File: config.mk
export PLATFORM = sky130hd
export DESIGN_NAME = breaker_failure_timer
export DESIGN_NICKNAME = d
export VERILOG_FILES = /design/src/design/breaker_failure_pkg.sv /design/src/design/breaker_failure_timer.sv
export VERILOG_INCLUDE_DIRS = /design/src /design/src/design
export SDC_FILE = /design/constraint.sdc
export NUM_CORES = 1
export LEC_CHECK = 0
export BUFFER_PORTS_ARGS = -buffer_cell sky130_fd_sc_hd__buf_2
export CAP_MARGIN = 20
export CORE_ASPECT_RATIO = 1.5
export CORE_MARGIN = 2
export CORE_UTILIZATION = 62
export DETAILED_ROUTE_END_ITERATION = 10
export PLACE_DENSITY = 0.8
export SKIP_CTS_REPAIR_TIMING = 1
export SYNTH_ARGS = -nofsm -noshare
export SYNTH_HDL_FRONTEND = slang
export SYNTH_SLANG_ARGS = --single-unit
File: constraint.sdc
create_clock -name clk_i -period 8.3 [get_ports clk_i]
set_clock_uncertainty 0.05 [all_clocks]
set_input_delay 2.49 -clock clk_i [delete_from_list [all_inputs] [get_ports clk_i]]
set_output_delay 2.49 -clock clk_i [all_outputs]
set_load 0.05 [all_outputs]
File: src/design/breaker_failure_timer_cfg.svh
`ifndef BREAKER_FAILURE_TIMER_CFG_SVH
`define BREAKER_FAILURE_TIMER_CFG_SVH
// Register byte offsets
`define BFT_CTRL_OFS 8'h00
`define BFT_PHASE_THR_OFS 8'h04
`define BFT_RES_THR_OFS 8'h08
`define BFT_RETRIP_DLY_OFS 8'h0c
`define BFT_BF_DLY_OFS 8'h10
`define BFT_STATUS_OFS 8'h14
// Control register fields
`define BFT_CTRL_MODE_LSB 0
`define BFT_CTRL_SEL_LSB 4
`define BFT_CTRL_RETRIP_EN_BIT 8
// Status register fields
`define BFT_ST_CODE_LSB 0
`define BFT_ST_START_BIT 3
`define BFT_ST_RETRIP_BIT 4
`define BFT_ST_BF_BIT 5
`define BFT_ST_BLOCKED_BIT 6
`define BFT_ST_PICKUP_BIT 7
// Reset values: thresholds in 0.01 In and 0.001 In, delays in 5 ms steps
`define BFT_PHASE_THR_RST 12'h014
`define BFT_RES_THR_RST 16'h04b0
`define BFT_RETRIP_DLY_RST 19'h00014
`define BFT_BF_DLY_RST 19'h00028
`define BFT_RETRIP_EN_RST 1'b1
// Release ratio in percent, phase threshold scale to milli-In
`define BFT_RELEASE_PCT 24'h000061
`define BFT_PCT_FULL 24'h000064
`define BFT_PHASE_TO_MILLI 24'h00000a
// Program cycle: 5 ms at 25 MHz
`define BFT_CYCLE_US 5000
`define BFT_CLK_MHZ 25
`define BFT_CYCLE_CLKS (`BFT_CYCLE_US * `BFT_CLK_MHZ)
`define BFT_CYCLE_CNT_W 20
`endif

File: src/design/breaker_failure_pkg.sv
`include "breaker_failure_timer_cfg.svh"
package breaker_failure_pkg;
  typedef enum logic [3:0] {
    MODE_CUR, MODE_DO, MODE_SIG, MODE_CUR_AND_DO, MODE_CUR_OR_DO,
    MODE_CUR_AND_SIG, MODE_CUR_OR_SIG, MODE_SIG_AND_DO, MODE_SIG_OR_DO,
    MODE_CUR_AND_SIG_AND_DO, MODE_CUR_OR_SIG_OR_DO
  } op_mode_t;
  typedef enum logic [1:0] {
    RES_UNUSED, RES_INPUT_ONE, RES_INPUT_TWO, RES_CALC
  } res_sel_t;
  typedef enum logic [2:0] {
    COND_NORMAL, COND_START, COND_RETRIP, COND_BF, COND_BLOCKED
  } cond_code_t;
  typedef enum {ST_IDLE, ST_STARTED, ST_BLOCKED} fsm_t;
  typedef struct packed {
    logic [15:0] phase_a;
    logic [15:0] phase_b;
    logic [15:0] phase_c;
    logic [15:0] residual_input_one;
    logic [15:0] residual_input_two;
    logic [15:0] calculated_residual;
  } meas_t;
  typedef struct packed {
    logic cyc;
    logic stb;
    logic we;
    logic [7:0] adr;
    logic [3:0] sel;
    logic [31:0] dat;
  } wb_req_t;
  typedef struct packed {
    logic [1:0] blk_sync;
    logic [1:0] sig_sync;
    logic [1:0] do_sync;
    logic blk_sampled;
    logic [`BFT_CYCLE_CNT_W-1:0] cyc_cnt;
    logic [3:0] mode;
    res_sel_t residual_source_select;
    logic retrip_en;
    logic [11:0] phase_thr;
    logic [15:0] res_thr;
    logic [18:0] retrip_delay;
    logic [18:0] bf_delay;
    logic [3:0] picked;
    fsm_t fsm;
    logic [18:0] rt_cnt;
    logic [18:0] bf_cnt;
    logic retrip;
    logic bf;
    logic ack;
    logic [31:0] rdata;
  } state_t;
endpackage : breaker_failure_pkg

File: src/design/breaker_failure_timer.sv
// Register access over Wishbone and the register offsets are this design's own decisions.
`timescale 1ns/1ps
`include "breaker_failure_timer_cfg.svh"
module breaker_failure_timer
  import breaker_failure_pkg::*;
#(
  parameter int CYCLE_CLKS = `BFT_CYCLE_CLKS
) (
  input wire logic clk_i,
  input wire logic rst_i,
  input wire wb_req_t wb_i,
  output logic [31:0] wb_dat_o,
  output logic wb_ack_o,
  input wire meas_t meas_i,
  input wire logic block_i,
  input wire logic signal_trip_i,
  input wire logic relay_monitor_i,
  output logic start_o,
  output logic retrip_o,
  output logic breaker_failure_output_o,
  output logic blocked_o
);
  localparam logic [`BFT_CYCLE_CNT_W-1:0] CYC_LAST = `BFT_CYCLE_CNT_W'(CYCLE_CLKS - 1);

  state_t q, d;
  logic tick;
  logic cur_pick;
  logic trig;
  logic run;
  logic [31:0] ctrl_rd;
  logic [31:0] status_rd;
  cond_code_t code;

  // Hysteresis comparator, all values scaled to milli-In times percent
  function automatic logic level_next(input logic [15:0] m, input logic [23:0] thr_milli,
                                      input logic prev);
    logic [23:0] m_pct;
    logic [23:0] thr_pct;
    logic [23:0] rel_pct;
    m_pct = 24'(m) * `BFT_PCT_FULL;
    thr_pct = thr_milli * `BFT_PCT_FULL;
    rel_pct = thr_milli * `BFT_RELEASE_PCT;
    if (m_pct > thr_pct)
      level_next = 1'b1;
    else if (m_pct < rel_pct)
      level_next = 1'b0;
    else
      level_next = prev;
  endfunction : level_next

  // Byte-lane merge of a write into a register image
  function automatic logic [31:0] lane_merge(input logic [31:0] old, input logic [31:0] wd,
                                             input logic [3:0] sel);
    logic [31:0] r;
    r = old;
    for (int i = 0; i < 4; i++)
    begin
      if (sel[i])
        r[i*8 +: 8] = wd[i*8 +: 8];
    end
    lane_merge = r;
  endfunction : lane_merge

  assign tick = (q.cyc_cnt == '0);
  assign cur_pick = |q.picked;

  // Starting condition: trig raises start, run lets counters advance
  always_comb
  begin
    logic sg;
    logic dq;
    sg = q.sig_sync[1];
    dq = q.do_sync[1];
    unique case (q.mode)
      MODE_DO: trig = dq;
      MODE_SIG: trig = sg;
      MODE_CUR_AND_DO: trig = cur_pick;
      MODE_CUR_OR_DO: trig = cur_pick | dq;
      MODE_CUR_AND_SIG: trig = cur_pick & sg;
      MODE_CUR_OR_SIG: trig = cur_pick | sg;
      MODE_SIG_AND_DO: trig = sg;
      MODE_SIG_OR_DO: trig = sg | dq;
      MODE_CUR_AND_SIG_AND_DO: trig = cur_pick & sg;
      MODE_CUR_OR_SIG_OR_DO: trig = cur_pick | sg | dq;
      default: trig = cur_pick;
    endcase
    // Relay-gated modes keep the counters at zero until the relay control is seen
    run = trig;
    if (q.mode == MODE_CUR_AND_DO || q.mode == MODE_SIG_AND_DO || q.mode == MODE_CUR_AND_SIG_AND_DO)
      run = trig & dq;
  end

  always_comb
  begin
    if (q.fsm == ST_BLOCKED)
      code = COND_BLOCKED;
    else if (q.bf)
      code = COND_BF;
    else if (q.retrip)
      code = COND_RETRIP;
    else if (q.fsm == ST_STARTED)
      code = COND_START;
    else
      code = COND_NORMAL;
  end

  always_comb
  begin
    ctrl_rd = '0;
    ctrl_rd[`BFT_CTRL_MODE_LSB +: 4] = q.mode;
    ctrl_rd[`BFT_CTRL_SEL_LSB +: 2] = q.residual_source_select;
    ctrl_rd[`BFT_CTRL_RETRIP_EN_BIT] = q.retrip_en;
    status_rd = '0;
    status_rd[`BFT_ST_CODE_LSB +: 3] = code;
    status_rd[`BFT_ST_START_BIT] = start_o;
    status_rd[`BFT_ST_RETRIP_BIT] = q.retrip;
    status_rd[`BFT_ST_BF_BIT] = q.bf;
    status_rd[`BFT_ST_BLOCKED_BIT] = blocked_o;
    status_rd[`BFT_ST_PICKUP_BIT] = trig;
  end

  always_comb
  begin
    logic [15:0] res_m;
    logic wr;
    logic [31:0] w;
    res_m = '0;
    wr = 1'b0;
    w = '0;
    d = q;
    d.blk_sync = {q.blk_sync[0], block_i};
    d.sig_sync = {q.sig_sync[0], signal_trip_i};
    d.do_sync = {q.do_sync[0], relay_monitor_i};
    d.cyc_cnt = tick ? CYC_LAST : q.cyc_cnt - 1'b1;
    if (tick)
      d.blk_sampled = q.blk_sync[1];
    // Phase comparators share one threshold
    for (int i = 0; i < 3; i++)
      d.picked[i] = level_next(meas_i[95 - i*16 -: 16],
                               24'(q.phase_thr) * `BFT_PHASE_TO_MILLI,
                               q.picked[i]);
    unique case (q.residual_source_select)
      RES_INPUT_ONE: res_m = meas_i.residual_input_one;
      RES_INPUT_TWO: res_m = meas_i.residual_input_two;
      RES_CALC: res_m = meas_i.calculated_residual;
      RES_UNUSED: res_m = '0;
    endcase
    d.picked[3] = (q.residual_source_select != RES_UNUSED) &&
                  level_next(res_m, 24'(q.res_thr), q.picked[3]);
    // Sequencing once per program cycle
    if (tick)
    begin
      // Release and late blocking share one clearing path
      if (!trig || (q.fsm == ST_STARTED && q.blk_sync[1]))
      begin
        d.fsm = trig ? ST_BLOCKED : ST_IDLE;
        d.rt_cnt = '0;
        d.bf_cnt = '0;
        d.retrip = 1'b0;
        d.bf = 1'b0;
      end
      else
      begin
        unique case (q.fsm)
          ST_IDLE:
            d.fsm = q.blk_sync[1] ? ST_BLOCKED : ST_STARTED;
          ST_STARTED:
          begin
            if (!run)
            begin
              d.rt_cnt = '0;
              d.bf_cnt = '0;
            end
            else
            begin
              // Both timers advance from the same condition, saturating
              if (q.rt_cnt != '1)
                d.rt_cnt = q.rt_cnt + 1'b1;
              if (q.bf_cnt != '1)
                d.bf_cnt = q.bf_cnt + 1'b1;
              if (q.retrip_en && (q.rt_cnt >= q.retrip_delay))
                d.retrip = 1'b1;
              if (q.bf_cnt >= q.bf_delay)
                d.bf = 1'b1;
            end
          end
          ST_BLOCKED:
            d.fsm = ST_BLOCKED;
        endcase
      end
    end
    if (!q.retrip_en)
      d.retrip = 1'b0;
    // Wishbone slave, one wait state, settings take effect live
    d.ack = wb_i.cyc && wb_i.stb && !q.ack;
    wr = d.ack && wb_i.we;
    if (d.ack && !wb_i.we)
    begin
      unique case (wb_i.adr)
        `BFT_CTRL_OFS: d.rdata = ctrl_rd;
        `BFT_PHASE_THR_OFS: d.rdata = 32'(q.phase_thr);
        `BFT_RES_THR_OFS: d.rdata = 32'(q.res_thr);
        `BFT_RETRIP_DLY_OFS: d.rdata = 32'(q.retrip_delay);
        `BFT_BF_DLY_OFS: d.rdata = 32'(q.bf_delay);
        `BFT_STATUS_OFS: d.rdata = status_rd;
        default: d.rdata = '0;
      endcase
    end
    if (wr)
    begin
      unique case (wb_i.adr)
        `BFT_CTRL_OFS:
        begin
          w = lane_merge(ctrl_rd, wb_i.dat, wb_i.sel);
          d.mode = w[`BFT_CTRL_MODE_LSB +: 4];
          d.residual_source_select = res_sel_t'(w[`BFT_CTRL_SEL_LSB +: 2]);
          d.retrip_en = w[`BFT_CTRL_RETRIP_EN_BIT];
        end
        `BFT_PHASE_THR_OFS:
        begin
          w = lane_merge(32'(q.phase_thr), wb_i.dat, wb_i.sel);
          d.phase_thr = w[11:0];
        end
        `BFT_RES_THR_OFS:
        begin
          w = lane_merge(32'(q.res_thr), wb_i.dat, wb_i.sel);
          d.res_thr = w[15:0];
        end
        `BFT_RETRIP_DLY_OFS:
        begin
          w = lane_merge(32'(q.retrip_delay), wb_i.dat, wb_i.sel);
          d.retrip_delay = w[18:0];
        end
        `BFT_BF_DLY_OFS:
        begin
          w = lane_merge(32'(q.bf_delay), wb_i.dat, wb_i.sel);
          d.bf_delay = w[18:0];
        end
        default: w = '0;
      endcase
    end
  end

  always_ff @(posedge clk_i)
  begin
    if (rst_i)
    begin
      q <= '0;
      q.retrip_en <= `BFT_RETRIP_EN_RST;
      q.phase_thr <= `BFT_PHASE_THR_RST;
      q.res_thr <= `BFT_RES_THR_RST;
      q.retrip_delay <= `BFT_RETRIP_DLY_RST;
      q.bf_delay <= `BFT_BF_DLY_RST;
      q.fsm <= ST_IDLE;
    end
    else
      q <= d;
  end

  assign wb_dat_o = q.rdata;
  assign wb_ack_o = q.ack;
  assign start_o = (q.fsm == ST_STARTED);
  assign blocked_o = (q.fsm == ST_BLOCKED);
  assign retrip_o = q.retrip;
  assign breaker_failure_output_o = q.bf;
endmodule : breaker_failure_timer

# Word level (Yosys, flattened, before mapping)
# Index checks and enable logic that the tools add are counted.
[totals]
output_inout_bits = 37
in_bits = 148
regBits = 208
[classes]
n_reduce_logical = 48
mul = 9
bitwise_logic = 7
addsub = 3
mux = 28
n_eq_ne = 26
order_cmp = 10
[op_table]
columns = ["cell", "count"]
rows = [
  ["$pmux W19 S6", 1],
  ["$mul A16 B5 Y21 const B", 5],
  ["$gt A23 B23 Y1", 4],
  ["$lt A23 B23 Y1", 4],
  ["$mux W72", 1],
  ["$eq A32 B2 Y1 const B", 2],
  ["$pmux W16 S4", 1],
  ["$pmux W32 S2", 1],
  ["$reduce_and A3 Y1", 14],
  ["$mux W40", 1],
  ["$add A19 B1 Y19 const B", 2],
  ["$ge A19 B19 Y1", 2],
  ["$mux W19", 2],
  ["$mux W38", 1],
  ["$ne A19 B19 Y1 const B", 2],
  ["$eq A32 B1 Y1 const B", 1],
  ["$eq A32 B3 Y1 const B", 1],
  ["$logic_not A32 Y1", 1],
  ["$mul A16 B7 Y23 const B", 1],
  ["$mul A15 B7 Y22 const B", 1],
  ["$logic_not A20 Y1", 1],
  ["$mul A15 B5 Y20 const B", 1],
  ["$sub A20 B1 Y20 const B", 1],
  ["$mux W17", 1],
  ["other kinds (29)", 79],
]

# Longest topological paths before layout
[logic_depth]
ltp_word = 9
mapped_depth = 31
mapped_depth_nobuf = 31

# Least setup slack after synthesis
# OpenSTA, ideal clock, no wires.
[synth_timing]
path_kind = "input -> register"
from = "input port meas_i[3] (netlist name)"
to = "register q[108] (netlist name)"
path_stages = 27
setup_time_ns = 0.134
t_arrival_ns = 7.407
n_path_buf = 0
path_slack_ns = 0.709
required_time_ns = 8.116
cell_sequence = "mux2_2 > a22o_1 > ha_1 > ha_1 > inv_1 > fa_1 > inv_1 > ha_1 > a21o_1 > a21oi_1 > o21bai_1 > a21oi_1 > nor2b_1 > o21a_1 > o31a_1 > o41ai_1 > o21bai_1 > a21oi_1 > xnor2_1 > ha_1 > a21o_1 > a21o_1 > a21oi_1 > o21ai_0 > a21oi_1 > a21o_1 > a211oi_1"
[synth_via]
elab_chain_cells = 6
word_cells_on_any_way = 7
[synth_lines]
columns = ["element", "line_no", "source"]
rows = [
  ["start, declared", "breaker_failure_timer.sv:14", "input wire meas_t meas_i,"],
  ["$pmux W16 S4 (*)", "breaker_failure_timer.sv:142", "unique case (q.residual_source_select)"],
  ["$mul A16 B5 Y21 (no source line) (*)", "--", ""],
  ["$lt A23 B23 Y1", "breaker_failure_timer.sv:45", "else if (m_pct < rel_pct)"],
  ["$mux W1", "breaker_failure_timer.sv:45", ""],
  ["$mux W1 (*)", "breaker_failure_timer.sv:43", "if (m_pct > thr_pct)"],
  ["$logic_and A1 B1 Y1 (*)", "breaker_failure_timer.sv:148", "d.picked[3] = (q.residual_source_select != RES_UNUSED) &&"],
  ["end, declared", "breaker_failure_timer.sv:25", "state_t q, d;"],
]
# Mark *: on every way between the ends. The rest lies on a longest branch, timed or not.
# A chain may end at the register's enable or synchronous reset.

# Worst setup path after layout
[layout_timing]
from = "input port meas_i[2] (netlist name)"
to = "register q[108] (netlist name)"
# The elaborated chain is that of the path after synthesis.

==> impl_metrics.env <==
export IMPL_vias=21000
export IMPL_max_freq_mhz=131
export IMPL_yosysSeqAreaShare_pct=13.8
export IMPL_power_total_mw=3.40
export IMPL_clk_path_buf_depth=2
export IMPL_coreArea_um2=38200
export IMPL_avgRoutedWirePerCell_um=17.0
export IMPL_tritoncts="done"
export IMPL_grt_ovfl_total=0
export IMPL_ant_nets=0
export IMPL_antenna_found_initial=0
export IMPL_firstDrtPassIters=8
export IMPL_synth_async_reset_ratio_pct=0
export IMPL_viasPerCell=5.98
export IMPL_hold_violations=0
export IMPL_powerDensity_nw_per_um2=132
export IMPL_grt_use_total_pct=29.7
export IMPL_setup_viol=0
export IMPL_hold_class="flop to flop"
export IMPL_fp_row_count=88
export IMPL_drc=0
export IMPL_clock_sinks=165
export IMPL_cts_buffers=17
export IMPL_clock_latency_ps=440
export IMPL_dieArea_um2=40200
export IMPL_dp_slack_ps=248
export IMPL_grt_pass1_wl_mm=98.0
export IMPL_grt_max_degree=90
export IMPL_slowest_stage="fa_1"
export IMPL_fillers=3079
export IMPL_grt_pass1_vias=21400
export IMPL_htreeDepth=4
export IMPL_initial_utilization_pct=62.6
export IMPL_ys_warn_count=0
export IMPL_layout_common_cells="ha_1, inv_1, nor2_1, a21oi_1, dfxtp_1"
export IMPL_p_leak_nw=13.3
export IMPL_r2r_cells=30
export IMPL_grt_setup_unrepaired="false"
export IMPL_min_period_over_period_pct=92.1
export IMPL_finalWorstSetupSlack_ps=659
export IMPL_worst_ir_drop_vdd_mv=0.224
export IMPL_cp_end_kind="flop"
export IMPL_startpoint="meas_i[2]"
export IMPL_critPathMaxStageDelay_ps=500
export IMPL_slew_headroom_pct=32.5
export IMPL_worstHoldStart="d[204]$_SDFF_PP0_"
export IMPL_finalWirelength_mm=59.7
export IMPL_worstMarginPinSlew_ps=1010
export IMPL_drv_cap=0
export IMPL_drv_slew=0
export IMPL_post_dp_hpwl_mm=49.9
export IMPL_synthFlopType="dfxtp_1"
export IMPL_synth_seq_cells=165
export IMPL_timing_rr_start="q[164]$_SDFFE_PP0P_"
export IMPL_crit_type="input pin to flop"
export IMPL_die_w_um=164
export IMPL_synth_edf_count=0
export IMPL_outcome="complete, no violations"
export IMPL_syn_area_um2=23900
export IMPL_die_y_um=245
export IMPL_cp_data_required_time_ps=8610
export IMPL_worst_ep_arrival_time_ps=7950
export IMPL_synth_cell_types=74
export IMPL_final_nets=3802
export IMPL_clk_pin_slew_ps=80
export IMPL_gp_congestion=0.919
export IMPL_period_needed_ps=7640
export IMPL_synthCells=2873
export IMPL_startpoint_type="input pin"
export IMPL_pin_count=185
export IMPL_setup_tns_ps=0
export IMPL_drt_initial_drc_count=1216
export IMPL_avgSynthCellArea_um2=8.32
export IMPL_numPortBuffers=157
export IMPL_whs_path_depth=1
export IMPL_cts_root_buf="clkbuf_16"
export IMPL_path_max_fanout=4
export IMPL_drive_above_1_share_pct=8.03
export IMPL_area_delta_synth_final_pct=7.48
export IMPL_final_common_cell="ha_1"
-- critical path, delay by kind of cell --
kind            cells  cell delay (ps)
compound gates     15             2770
mux                 1              250
buf+inv             4              390
simple gates        2              190
xor+xnor            1              140
fa+ha+maj           5             1720
-- flip-flops by register name (all words and copies together) (netlist names) --
register	count
wb_dat_o	19
wb_ack_o	1
q	133
ctrl_rd	7
d	3
breaker_failure_output_o	1
retrip_o	1
-- routing by layer --
metal  track usage (%)  vias up  wire [um]
met1              30.1     9869      21800
li1                  -    10200          -
met2              57.5      664      31700
met3              3.24      214       2440
met5                 0        -          0
met4              17.1        0       3700
-- path summary, 6_finish.rpt --
kind	slack [ps]	to
max	660	q[108]$_SDFF_PP0_
min	390	q[204]$_SDFF_PP0_
max reg2reg	860	q[107]$_SDFFE_PP0P_
min reg2reg	390	q[204]$_SDFF_PP0_
-- where the power goes --
part	internal, mW	switching [mW]	total (mW)
Clock	0.408	0.389	0.797
Sequential	0.842	0.0460	0.888
Combinational	0.720	0.995	1.72
Total	1.97	1.43	3.40
-- cell type report --
| class | count | area, um^2 | area share (%) |
|---|---|---|---|
| multi-input cells | 2164 | 18400 | 71.8 |
| flip-flops and latches | 165 | 3300 | 12.9 |
| inverters | 475 | 1780 | 6.94 |
| repair buffers | 177 | 936 | 3.64 |
| well taps | 495 | 619 | 2.41 |
| clock buffers | 17 | 425 | 1.66 |
| clock inverters | 15 | 183 | 0.711 |
| diodes | 2 | 5.00 | 0.0195 |
-- stage by stage --
step           instances  hold slack (ps)  cell area (um^2)  utilization [%]
4_1_cts             3508              398             25700             67.3
3_3_place_gp        3475              368             25100             65.7
3_5_place_dp        3476              373             25100             65.7
5_1_grt             3508              409             25700             67.3
6_report            3510              393             25700             67.3
2_1_floorplan       2885              364             24000                -
-- cell families (layout without fill, tap and decap cells) --
family	count (synthesis)	in the layout	synth area share (%)
AO/OA/AOI/OAI	603	603	16.7
XOR/XNOR	176	176	6.45
adder cells (fa/ha/maj)	661	661	37.1
buffers and inverters	556	684	9.25
flip-flops	165	165	13.8
multiplexers	92	92	3.93
other	1	15	0.0157
AND/OR/NAND/NOR	619	619	12.7
-- synthesized netlist by cell type, types with 6 or more instances --
| cell | n | area share (%) |
|---|---|---|
| xor2_1 | 62 | 2.3 |
| o211ai_1 | 21 | 0.66 |
| o21ai_0 | 100 | 2.1 |
| a211oi_1 | 23 | 0.72 |
| nand3_1 | 42 | 0.88 |
| o21a_1 | 40 | 1.3 |
| or3_1 | 25 | 0.65 |
| ha_1 | 570 | 30 |
| a21oi_1 | 165 | 3.5 |
| inv_1 | 474 | 7.4 |
| buf_4 | 32 | 1.0 |
| o221ai_1 | 9 | 0.33 |
| and3_1 | 17 | 0.44 |
| mux2i_1 | 76 | 3.2 |
| fa_1 | 84 | 7.0 |
| nor2b_1 | 42 | 1.1 |
| a21o_1 | 50 | 1.6 |
| o21bai_1 | 26 | 0.82 |
| o41ai_1 | 7 | 0.26 |
| clkbuf_1 | 41 | 0.64 |
| o31ai_1 | 9 | 0.28 |
| nand2b_1 | 22 | 0.58 |
| a22o_1 | 20 | 0.73 |
| o22ai_1 | 17 | 0.44 |
| xnor2_1 | 114 | 4.2 |
| nand4_1 | 29 | 0.76 |
| and2_1 | 19 | 0.50 |
| a22oi_1 | 26 | 0.82 |
| nand2_1 | 107 | 1.7 |
| a31oi_1 | 21 | 0.55 |
| or4_1 | 11 | 0.35 |
| nor3_1 | 42 | 0.88 |
| dfxtp_1 | 165 | 14 |
| maj3_1 | 7 | 0.29 |
| nor3b_1 | 6 | 0.19 |
| or2_2 | 8 | 0.21 |
| nor2_1 | 215 | 3.4 |
| nor4_1 | 15 | 0.39 |
| and4_1 | 7 | 0.26 |
| mux2_2 | 16 | 0.75 |
| a311oi_1 | 6 | 0.22 |
Note: power is estimated with default switching activity, not from simulation.
